[config.mk]
export PLATFORM = sky130hd
export DESIGN_NAME = sci_ctrl
export DESIGN_NICKNAME = d
export VERILOG_FILES = /design/src/verilog/sci_pkg.sv /design/src/verilog/sci_stat_if.sv /design/src/verilog/sci_status.sv /design/src/verilog/sci_ctrl.sv
export VERILOG_INCLUDE_DIRS = /design/src /design/src/verilog
export SDC_FILE = /design/constraint.sdc
export NUM_CORES = 1
export LEC_CHECK = 0
export ABC_AREA = 0
export BUFFER_PORTS_ARGS = -buffer_cell sky130_fd_sc_hd__buf_4
export CAP_MARGIN = 5
export CORE_MARGIN = 4
export CORE_UTILIZATION = 40
export DETAILED_ROUTE_END_ITERATION = 10
export SYNTH_ARGS = -nofsm -noshare
export SYNTH_HDL_FRONTEND = slang
export SYNTH_SLANG_ARGS = --single-unit
[constraint.sdc]
create_clock -name REF_CLK_IN -period 3.11 [get_ports REF_CLK_IN]
set_input_delay 0.7775 -clock REF_CLK_IN [delete_from_list [all_inputs] [get_ports REF_CLK_IN]]
set_output_delay 0.7775 -clock REF_CLK_IN [all_outputs]
set_load 0.01 [all_outputs]
[src/verilog/sci_consts.svh]
// register offsets, field positions, reset values for the serial control block
`ifndef SCI_CONSTS_SVH
`define SCI_CONSTS_SVH

`define SCI_OFF_CTRL0      8'h00
`define SCI_OFF_STATUS     8'h01
`define SCI_OFF_INT_STATUS 8'h02
`define SCI_OFF_INT_CLEAR  8'h03
`define SCI_OFF_INT_ENABLE 8'h04

`define SCI_CTRL_RX_CLR_BIT 3
`define SCI_CTRL_TX_CLR_BIT 2
`define SCI_CTRL_RX_EN_BIT  1
`define SCI_CTRL_TX_EN_BIT  0

`define SCI_ST_ERR_SUM_BIT  6
`define SCI_ST_FRAME_BIT    5
`define SCI_ST_PARITY_BIT   4
`define SCI_ST_OVERRUN_BIT  3
`define SCI_ST_RX_DONE_BIT  2
`define SCI_ST_TX_DONE_BIT  1
`define SCI_ST_TX_EMPTY_BIT 0
`define SCI_ST_RX_MASK      8'h7c
`define SCI_ST_TX_MASK      8'h03

`define SCI_INT_W           6
`define SCI_INT_RX_DONE     0
`define SCI_INT_RX_ERR      1
`define SCI_INT_TX_DONE     2
`define SCI_INT_TX_EMPTY    3
`define SCI_INT_RX_HALT     4
`define SCI_INT_TX_HALT     5

`define SCI_CTRL0_RST       8'h00
`define SCI_STATUS_RST      8'h00
`define SCI_INT_RST         6'h00

`endif

[src/verilog/sci_pkg.sv]
// types of the serial control block
package sci_pkg;

  typedef enum logic [2:0]
  {
    SCI_EN_OFF   = 3'b001,
    SCI_EN_ON    = 3'b010,
    SCI_EN_DRAIN = 3'b100
  } sci_en_state_t;

  typedef struct packed
  {
    sci_en_state_t rx_st;
    sci_en_state_t tx_st;
    logic          rx_bit;
    logic          tx_bit;
    logic          rx_clr;
    logic          tx_clr;
    logic          rx_halt;
    logic          tx_halt;
    logic [5:0]    int_status;
    logic [5:0]    int_enable;
    logic [7:0]    rdata;
  } sci_ctrl_state_t;

  typedef struct packed
  {
    logic [7:0] flags;
  } sci_stat_state_t;

endpackage

[src/verilog/sci_stat_if.sv]
// carrier between the control logic and the serial status flags
`timescale 1ns/1ps
interface sci_stat_if;
  logic       rx_clr;
  logic       tx_clr;
  logic       frame_err;
  logic       parity_err;
  logic       overrun_err;
  logic       rx_done;
  logic       tx_done;
  logic       tx_empty;
  logic [7:0] flags;

  modport ctrl
  (
    output rx_clr,
    output tx_clr,
    output frame_err,
    output parity_err,
    output overrun_err,
    output rx_done,
    output tx_done,
    output tx_empty,
    input  flags
  );

  modport stat
  (
    input  rx_clr,
    input  tx_clr,
    input  frame_err,
    input  parity_err,
    input  overrun_err,
    input  rx_done,
    input  tx_done,
    input  tx_empty,
    output flags
  );
endinterface

[src/verilog/sci_status.sv]
// serial status flags with receiver and transmitter initialise strobes
`timescale 1ns/1ps
`include "sci_consts.svh"
module sci_status
(
  input  wire logic clk_in,
  input  wire logic nrst_in,
  input  wire logic ce_in,
  sci_stat_if.stat  st
);

  sci_pkg::sci_stat_state_t r;
  sci_pkg::sci_stat_state_t n;
  logic [7:0]               set_vec;
  logic [7:0]               clr_vec;

  always_comb
  begin
    set_vec = 8'h00;
    set_vec[`SCI_ST_ERR_SUM_BIT]  = st.frame_err | st.parity_err | st.overrun_err;
    set_vec[`SCI_ST_FRAME_BIT]    = st.frame_err;
    set_vec[`SCI_ST_PARITY_BIT]   = st.parity_err;
    set_vec[`SCI_ST_OVERRUN_BIT]  = st.overrun_err;
    set_vec[`SCI_ST_RX_DONE_BIT]  = st.rx_done;
    set_vec[`SCI_ST_TX_DONE_BIT]  = st.tx_done;
    set_vec[`SCI_ST_TX_EMPTY_BIT] = st.tx_empty;
    clr_vec = (st.rx_clr ? `SCI_ST_RX_MASK : 8'h00)
            | (st.tx_clr ? `SCI_ST_TX_MASK : 8'h00);
    // an event landing on the clear cycle survives the clear
    n.flags = (r.flags & ~clr_vec) | set_vec;
  end

  always_ff @(posedge clk_in)
  begin
    if (!nrst_in)
    begin
      r.flags <= `SCI_STATUS_RST;
    end
    else if (ce_in)
    begin
      r <= n;
    end
  end

  assign st.flags = r.flags;

endmodule // sci_status

[src/verilog/sci_ctrl.sv]
// serial channel control register: flag initialise strobes and frame-safe enables
`timescale 1ns/1ps
`include "sci_consts.svh"
module sci_ctrl
#(
  parameter int ADDR_W = 8
)
(
  input  wire logic              REF_CLK_IN,
  input  wire logic              NRST_IN,
  input  wire logic              CE_IN,
  input  wire logic [ADDR_W-1:0] ADDR_IN,
  input  wire logic [7:0]        WDATA_IN,
  input  wire logic              WR_IN,
  input  wire logic              RD_IN,
  output logic      [7:0]        RDATA_OUT,
  input  wire logic              RX_FRAME_ACTIVE_IN,
  input  wire logic              TX_FRAME_ACTIVE_IN,
  input  wire logic              RX_FRAME_ERR_IN,
  input  wire logic              RX_PARITY_ERR_IN,
  input  wire logic              RX_OVERRUN_ERR_IN,
  input  wire logic              RX_DONE_IN,
  input  wire logic              TX_DONE_IN,
  input  wire logic              TX_EMPTY_IN,
  output logic                   RX_ENABLE_OUT,
  output logic                   TX_ENABLE_OUT,
  output logic                   RX_FLAG_CLR_OUT,
  output logic                   TX_FLAG_CLR_OUT,
  output logic      [7:0]        STATUS_OUT,
  output logic                   IRQ_OUT
);

  generate
    if (ADDR_W < 3 || ADDR_W > 8)
    begin : g_bad_addr_w
      $error("sci_ctrl: ADDR_W must lie between 3 and 8");
    end
  endgenerate

  // the interrupt field of the state struct is six bits wide
  generate
    if (`SCI_INT_W != 6)
    begin : g_bad_int_w
      $error("sci_ctrl: the interrupt field must be 6 bits wide");
    end
  endgenerate

  // the two flag clear masks split the seven status flags with no overlap
  generate
    if (((`SCI_ST_RX_MASK & `SCI_ST_TX_MASK) != 8'h00) ||
        ((`SCI_ST_RX_MASK | `SCI_ST_TX_MASK) != 8'h7f))
    begin : g_bad_masks
      $error("sci_ctrl: status clear masks overlap or miss a flag");
    end
  endgenerate

  // the four control bits must sit in the low nibble, each in its own place
  generate
    if (`SCI_CTRL_RX_CLR_BIT > 3 || `SCI_CTRL_TX_CLR_BIT > 3 ||
        `SCI_CTRL_RX_EN_BIT > 3 || `SCI_CTRL_TX_EN_BIT > 3 ||
        ((4'h1 << `SCI_CTRL_RX_CLR_BIT) | (4'h1 << `SCI_CTRL_TX_CLR_BIT) |
         (4'h1 << `SCI_CTRL_RX_EN_BIT) | (4'h1 << `SCI_CTRL_TX_EN_BIT)) != 4'hf)
    begin : g_bad_ctrl_pos
      $error("sci_ctrl: control bit positions collide or leave the low nibble");
    end
  endgenerate

  // each interrupt source needs its own bit inside the interrupt field
  generate
    if (`SCI_INT_RX_DONE >= `SCI_INT_W || `SCI_INT_RX_ERR >= `SCI_INT_W ||
        `SCI_INT_TX_DONE >= `SCI_INT_W || `SCI_INT_TX_EMPTY >= `SCI_INT_W ||
        `SCI_INT_RX_HALT >= `SCI_INT_W || `SCI_INT_TX_HALT >= `SCI_INT_W)
    begin : g_bad_int_pos
      $error("sci_ctrl: an interrupt bit lies outside the interrupt field");
    end
  endgenerate

  // status bit 7 has no flag, so every flag position must lie below it
  generate
    if (`SCI_ST_ERR_SUM_BIT > 6 || `SCI_ST_FRAME_BIT > 6 || `SCI_ST_PARITY_BIT > 6 ||
        `SCI_ST_OVERRUN_BIT > 6 || `SCI_ST_RX_DONE_BIT > 6 || `SCI_ST_TX_DONE_BIT > 6 ||
        `SCI_ST_TX_EMPTY_BIT > 6)
    begin : g_bad_st_pos
      $error("sci_ctrl: a status flag position lies outside bits 6 to 0");
    end
  endgenerate

  sci_pkg::sci_ctrl_state_t r;
  sci_pkg::sci_ctrl_state_t n;
  sci_stat_if               stat_bus ();

  logic [`SCI_INT_W-1:0] int_set;
  logic [`SCI_INT_W-1:0] int_clr;
  logic [`SCI_INT_W-1:0] int_next;
  logic [7:0]            addr_ext;
  logic                  wr_ctrl;
  logic                  wr_int_clr;
  logic                  wr_int_en;
  logic [7:0]            rd_word;
  logic                   ch_bit       [2];
  logic                   ch_active    [2];
  logic                   ch_halt_next [2];
  sci_pkg::sci_en_state_t ch_st        [2];
  sci_pkg::sci_en_state_t ch_next      [2];

  // one step of the frame-safe enable: a drop of the enable bit while a
  // character is on the wire parks in drain until the frame ends
  function automatic sci_pkg::sci_en_state_t sci_en_step
  (
    input sci_pkg::sci_en_state_t st,
    input logic                   en_bit,
    input logic                   frame_active
  );
    sci_pkg::sci_en_state_t nx;
    nx = st;
    case (st)
      sci_pkg::SCI_EN_OFF:
      begin
        if (en_bit)
        begin
          nx = sci_pkg::SCI_EN_ON;
        end
      end
      sci_pkg::SCI_EN_ON:
      begin
        if (!en_bit)
        begin
          nx = frame_active ? sci_pkg::SCI_EN_DRAIN : sci_pkg::SCI_EN_OFF;
        end
      end
      sci_pkg::SCI_EN_DRAIN:
      begin
        if (en_bit)
        begin
          nx = sci_pkg::SCI_EN_ON;
        end
        else if (!frame_active)
        begin
          nx = sci_pkg::SCI_EN_OFF;
        end
      end
      default:
      begin
        nx = sci_pkg::SCI_EN_OFF;
      end
    endcase
    return nx;
  endfunction

  // the offsets are at most eight bits wide, so widen the address to match
  assign addr_ext = 8'(ADDR_IN);

  always_comb
  begin
    wr_ctrl    = 1'b0;
    wr_int_clr = 1'b0;
    wr_int_en  = 1'b0;
    if (WR_IN)
    begin
      if (addr_ext == `SCI_OFF_CTRL0)
      begin
        wr_ctrl = 1'b1;
      end
      else if (addr_ext == `SCI_OFF_INT_CLEAR)
      begin
        wr_int_clr = 1'b1;
      end
      else if (addr_ext == `SCI_OFF_INT_ENABLE)
      begin
        wr_int_en = 1'b1;
      end
    end
  end

  // per-bit sticky interrupt status; a new event beats a same-cycle clear
  assign int_clr = wr_int_clr ? WDATA_IN[`SCI_INT_W-1:0] : `SCI_INT_RST;

  always_comb
  begin
    int_set = `SCI_INT_RST;
    int_set[`SCI_INT_RX_DONE]  = RX_DONE_IN;
    int_set[`SCI_INT_RX_ERR]   = RX_FRAME_ERR_IN | RX_PARITY_ERR_IN | RX_OVERRUN_ERR_IN;
    int_set[`SCI_INT_TX_DONE]  = TX_DONE_IN;
    int_set[`SCI_INT_TX_EMPTY] = TX_EMPTY_IN;
    int_set[`SCI_INT_RX_HALT]  = r.rx_halt;
    int_set[`SCI_INT_TX_HALT]  = r.tx_halt;
  end

  genvar gi;
  generate
    for (gi = 0; gi < `SCI_INT_W; gi = gi + 1)
    begin : g_int_bit
      assign int_next[gi] = int_set[gi] | (r.int_status[gi] & ~int_clr[gi]);
    end
  endgenerate

  // channel 0 is the receiver, channel 1 the transmitter; the enable state
  // follows the freshly written bit in the same edge
  always_comb
  begin
    ch_st[0]     = r.rx_st;
    ch_st[1]     = r.tx_st;
    ch_active[0] = RX_FRAME_ACTIVE_IN;
    ch_active[1] = TX_FRAME_ACTIVE_IN;
    ch_bit[0]    = r.rx_bit;
    ch_bit[1]    = r.tx_bit;
    if (wr_ctrl)
    begin
      ch_bit[0] = WDATA_IN[`SCI_CTRL_RX_EN_BIT];
      ch_bit[1] = WDATA_IN[`SCI_CTRL_TX_EN_BIT];
    end
  end

  genvar gc;
  generate
    for (gc = 0; gc < 2; gc = gc + 1)
    begin : g_chan
      assign ch_next[gc] = sci_en_step(ch_st[gc], ch_bit[gc], ch_active[gc]);
      // halt is flagged only when a drain ends, not on an idle disable
      assign ch_halt_next[gc] = (ch_st[gc] == sci_pkg::SCI_EN_DRAIN) &&
                                (ch_next[gc] == sci_pkg::SCI_EN_OFF);
    end
  endgenerate

  // read decode; the write-only clear register and unmapped offsets read zero
  always_comb
  begin
    rd_word = 8'h00;
    if (addr_ext == `SCI_OFF_CTRL0)
    begin
      // clear bits read back their strobe, which is zero once it has fired
      rd_word[`SCI_CTRL_RX_CLR_BIT] = r.rx_clr;
      rd_word[`SCI_CTRL_TX_CLR_BIT] = r.tx_clr;
      rd_word[`SCI_CTRL_RX_EN_BIT]  = r.rx_bit;
      rd_word[`SCI_CTRL_TX_EN_BIT]  = r.tx_bit;
    end
    else if (addr_ext == `SCI_OFF_STATUS)
    begin
      rd_word = stat_bus.flags;
    end
    else if (addr_ext == `SCI_OFF_INT_STATUS)
    begin
      rd_word = {2'b00, r.int_status};
    end
    else if (addr_ext == `SCI_OFF_INT_ENABLE)
    begin
      rd_word = {2'b00, r.int_enable};
    end
    else
    begin
      rd_word = 8'h00;
    end
  end

  always_comb
  begin
    n = r;
    // the clear strobes live for one clock-enabled cycle; they hold while CE_IN is low
    n.rx_clr = 1'b0;
    n.tx_clr = 1'b0;
    n.rdata  = 8'h00;

    if (wr_ctrl)
    begin
      // a zero in a clear bit leaves the strobe low and the flags alone
      n.rx_clr = WDATA_IN[`SCI_CTRL_RX_CLR_BIT];
      n.tx_clr = WDATA_IN[`SCI_CTRL_TX_CLR_BIT];
      n.rx_bit = WDATA_IN[`SCI_CTRL_RX_EN_BIT];
      n.tx_bit = WDATA_IN[`SCI_CTRL_TX_EN_BIT];
    end
    if (wr_int_en)
    begin
      n.int_enable = WDATA_IN[`SCI_INT_W-1:0];
    end
    n.int_status = int_next;

    n.rx_st   = ch_next[0];
    n.tx_st   = ch_next[1];
    n.rx_halt = ch_halt_next[0];
    n.tx_halt = ch_halt_next[1];

    if (RD_IN)
    begin
      n.rdata = rd_word;
    end
  end

  always_ff @(posedge REF_CLK_IN)
  begin
    if (!NRST_IN)
    begin
      r.rx_st      <= sci_pkg::SCI_EN_OFF;
      r.tx_st      <= sci_pkg::SCI_EN_OFF;
      r.rx_bit     <= 1'(`SCI_CTRL0_RST >> `SCI_CTRL_RX_EN_BIT);
      r.tx_bit     <= 1'(`SCI_CTRL0_RST >> `SCI_CTRL_TX_EN_BIT);
      r.rx_clr     <= 1'b0;
      r.tx_clr     <= 1'b0;
      r.rx_halt    <= 1'b0;
      r.tx_halt    <= 1'b0;
      r.int_status <= `SCI_INT_RST;
      r.int_enable <= `SCI_INT_RST;
      r.rdata      <= 8'h00;
    end
    else if (CE_IN)
    begin
      r <= n;
    end
  end

  // status flags sit in their own module; they are cleared one edge after
  // the strobe rises, so the clear is seen on the strobe's only cycle
  assign stat_bus.rx_clr      = r.rx_clr;
  assign stat_bus.tx_clr      = r.tx_clr;
  assign stat_bus.frame_err   = RX_FRAME_ERR_IN;
  assign stat_bus.parity_err  = RX_PARITY_ERR_IN;
  assign stat_bus.overrun_err = RX_OVERRUN_ERR_IN;
  assign stat_bus.rx_done     = RX_DONE_IN;
  assign stat_bus.tx_done     = TX_DONE_IN;
  assign stat_bus.tx_empty    = TX_EMPTY_IN;

  sci_status u_status
  (
    .clk_in  (REF_CLK_IN),
    .nrst_in (NRST_IN),
    .ce_in   (CE_IN),
    .st      (stat_bus)
  );

  // a character already on the wire is not cut short: drain keeps it going
  assign RX_ENABLE_OUT   = r.rx_st != sci_pkg::SCI_EN_OFF;
  assign TX_ENABLE_OUT   = r.tx_st != sci_pkg::SCI_EN_OFF;
  assign RX_FLAG_CLR_OUT = r.rx_clr;
  assign TX_FLAG_CLR_OUT = r.tx_clr;
  assign RDATA_OUT       = r.rdata;
  assign STATUS_OUT      = stat_bus.flags;
  assign IRQ_OUT         = |(r.int_status & r.int_enable);

endmodule // sci_ctrl

==> reports/metrics.yaml <==
cts:
  clock_latency_ns: 0.29
  cts-root-buf: "clkbuf_8"
  cts_tree: "built"
  cts_hold_buffers: 0
  cts_sinks: 38
  clkTransAtPathRegs_ns: 0.08
  cts_buffer_depth: 2
  htreeDepth: 2
  numCtsBuffers: 5
  cts_resized: 0
  post_cts_buffers: 0
logic_synthesis:
  syn_inst: 236
  muxShareOfSynthArea_pct: 4.50
  synth_fa_ha_area_share_pct: 0
  synth_top_family_by_area: "simple AND/OR/NAND/NOR gates"
  async_flop_share_pct: 0
  synth-main-ff-cell: "dfxtp_1"
  synth_edf_count: 0
  yosysUniqueCellTypes: 46
  syn_area_um2: 2000
  yosys.area_share.simple_pct: 26.3
  synth-compound-area-share_pct: 22.3
  ys.warnings.count: 0
  yosysSeqAreaShare_pct: 38.0
  ys_seq_elements: 38
  synth_xor_area_share_pct: 1.31
  synth.avg_cell_area_um2: 8.48
placement:
  hpwl_um: 3650
  io_buffers: 45
  gp_congestion: 0.844
setup_path:
  crit_family: "simple AND/OR/NAND/NOR gates"
  cpPeakStageDelay_ns: 0.60
  critPathMaxFanout: 6
  crit_type: "primary input to register"
  worstPathArrival_ns: 2.39
  cp_num_buf_inv: 1
  end_kind: "register"
  crit_slowest_cell: "nor4_4"
  startpoint_type: "primary input"
  cp.required_ns: 3.30
  cp_cell_sequence: "buf_4, or4_4, nor4_4, mux2i_1, nor2b_1"
detailed_routing:
  num_vias: 1756
  firstDrtPassIters: 4
  route.detailed.drc: 0
  drtIter0Drc: 132
  wl_um: 5080
  wire_per_inst_um: 15.2
  drtAntennaViolNets: 0
  vias_per_cell: 5.24
power_and_ir_drop:
  cellPowerDensity_nw_per_um2: 405
  power_uw: 973
  peakVddDrop_mv: 0.228
  power.leakage_nw: 0.952
final_layout:
  final_nets: 296
  final_common_cell: "buf_4"
  layout_common_cells: "46 x buf_4, 38 x dfxtp_1, 22 x nor2b_1, 19 x nand2_1, 14 x a21oi_1"
  area_growth_pct: 20.1
  antennaDiodeCount: 0
  drive_gt1_share_pct: 23.1
die:
  rows: 25
  die_h_um: 78.7
  io_pins: 50
  core_area_um2: 4790
  die_area_um2: 6200
  initial_core_util_pct: 41.8
  die_x_um: 78.7
global_route:
  antenna_found_initial: 0
  grt.overflow.total: 0
  grt_pass1_wl_um: 8050
  grt_max_degree: 36
  first_global_vias: 1649
  grt_util_all_layers_pct: 16.7
timing:
  slew_viol_final: 0
  fmax_mhz: 456
  skew_ns: 0.00676
  period_minus_slack_ns: 2.19
  relSlewSlack_pct: 58.1
  finalSetupViolations: 0
  rsz0062_at_grt: "false"
  min_period_over_period_pct: 70.6
  hold_violations: 0
  final.setup.tns_ns: 0
  tightest_slew_ns: 0.627
outcome:
  status: "finished clean"
worst_hold_path:
  hold_class: "register to register"
job:
  drv_cap: 0
[registers in the layout, summed over array words and instances, names as in the netlist]
signal,count
r,14
RDATA_OUT,7
u_status.st.flags,7
ch_st,6
int_set,2
RX_FLAG_CLR_OUT,1
TX_FLAG_CLR_OUT,1
[through the flow]
stage	hold WS, ns	instances	area (um2)	utilization, %	worst slack (ns)
2_1_floorplan	0.426	237	2000	-	0.896
3_3_place_gp	0.443	327	2310	48.3	0.606
3_5_place_dp	0.443	327	2310	48.3	0.606
4_1_cts	0.460	335	2400	50.2	0.921
5_1_grt	0.481	335	2400	50.2	0.835
6_report	0.457	335	2400	50.2	0.915
[cell usage after synthesis (2+ instances only)]
cell type / n / share of area (%)
dfxtp_1: 38 / 38
and2_1: 6 / 1.9
buf_4: 9 / 3.4
a21o_1: 2 / 0.75
nor2b_1: 22 / 6.9
o22ai_1: 4 / 1.3
nand2_1: 19 / 3.6
a22o_1: 2 / 0.88
inv_1: 6 / 1.1
a22oi_1: 10 / 3.8
nor2_1: 10 / 1.9
nand3_1: 5 / 1.3
or4_1: 2 / 0.75
o2bb2ai_1: 2 / 0.88
nand2b_1: 4 / 1.3
nand4_1: 3 / 0.94
o31ai_1: 7 / 2.6
nor4_1: 5 / 1.6
or3b_2: 2 / 0.88
a31oi_1: 2 / 0.63
a21oi_1: 14 / 3.5
nand3b_1: 3 / 1.1
o21ai_0: 5 / 1.3
nor3_1: 3 / 0.75
o21a_1: 4 / 1.5
a32o_1: 2 / 1.0
xor2_1: 2 / 0.88
a21boi_0: 5 / 1.9
clkbuf_1: 12 / 2.3
a21bo_2: 2 / 1.0
mux2i_1: 9 / 4.5
[worst register-to-register path, delay by kind of cell (launching register included)]
family,cells,cell delay (ns)
AND/OR/NAND/NOR,1,0.28
AO/OA/AOI/OAI,2,0.25
XOR/XNOR,1,0.18
flip-flops,1,0.47
[layer usage]
| metal | vias up | GRT usage (%) | wire length (um) |
|---|---|---|---|
| li1 | 895 | - | - |
| met1 | 789 | 23.2 | 2510 |
| met2 | 61 | 24.1 | 2140 |
| met3 | 11 | 4.08 | 308 |
| met4 | 0 | 7.69 | 121 |
| met5 | - | 0 | 0 |
[logic make-up (layout without fill, tap and decap cells)]
| family | Yosys count | count (layout) |
|---|---|---|
| compound gates | 64 | 64 |
| xor+xnor | 3 | 3 |
| buf+inv | 30 | 61 |
| flops | 38 | 38 |
| mux | 9 | 9 |
| other cells | 1 | 2 |
| simple gates | 91 | 91 |
[area by class of cell]
| cell class | count | area (um2) |
|---|---|---|
| Inverter | 7 | 26.3 |
| Multi-Input combinational cell | 169 | 1100 |
| Fill cell | 490 | 2380 |
| Tap cell | 67 | 83.8 |
| Timing Repair Buffer | 46 | 345 |
| Sequential cell | 38 | 761 |
| Clock buffer | 7 | 86.3 |
| Clock inverter | 1 | 5.00 |
[worst paths after layout]
check | start | to | depth (start not counted) | slack, ns
setup reg to reg | ch_st[4]$_SDFFE_PN0P_ | ch_st[3]$_SDFFE_PN1P_ | 4 | 1.83
setup / recovery | ADDR_IN[5] | r[13]$_SDFFE_PN0P_ | 5 | 0.92
hold / removal | RDATA_OUT[3]$_SDFFE_PN0P_ | RDATA_OUT[3]$_SDFFE_PN0P_ | 2 | 0.46
hold reg to reg | RDATA_OUT[3]$_SDFFE_PN0P_ | RDATA_OUT[3]$_SDFFE_PN0P_ | 2 | 0.46
[report_power, final]
part | internal, mW | switching [mW] | total (mW)
registers | 0.497 | 0.00732 | 0.504
logic | 0.0541 | 0.0624 | 0.117
clock network | 0.179 | 0.174 | 0.353
Power figures use the tool's default switching activity.
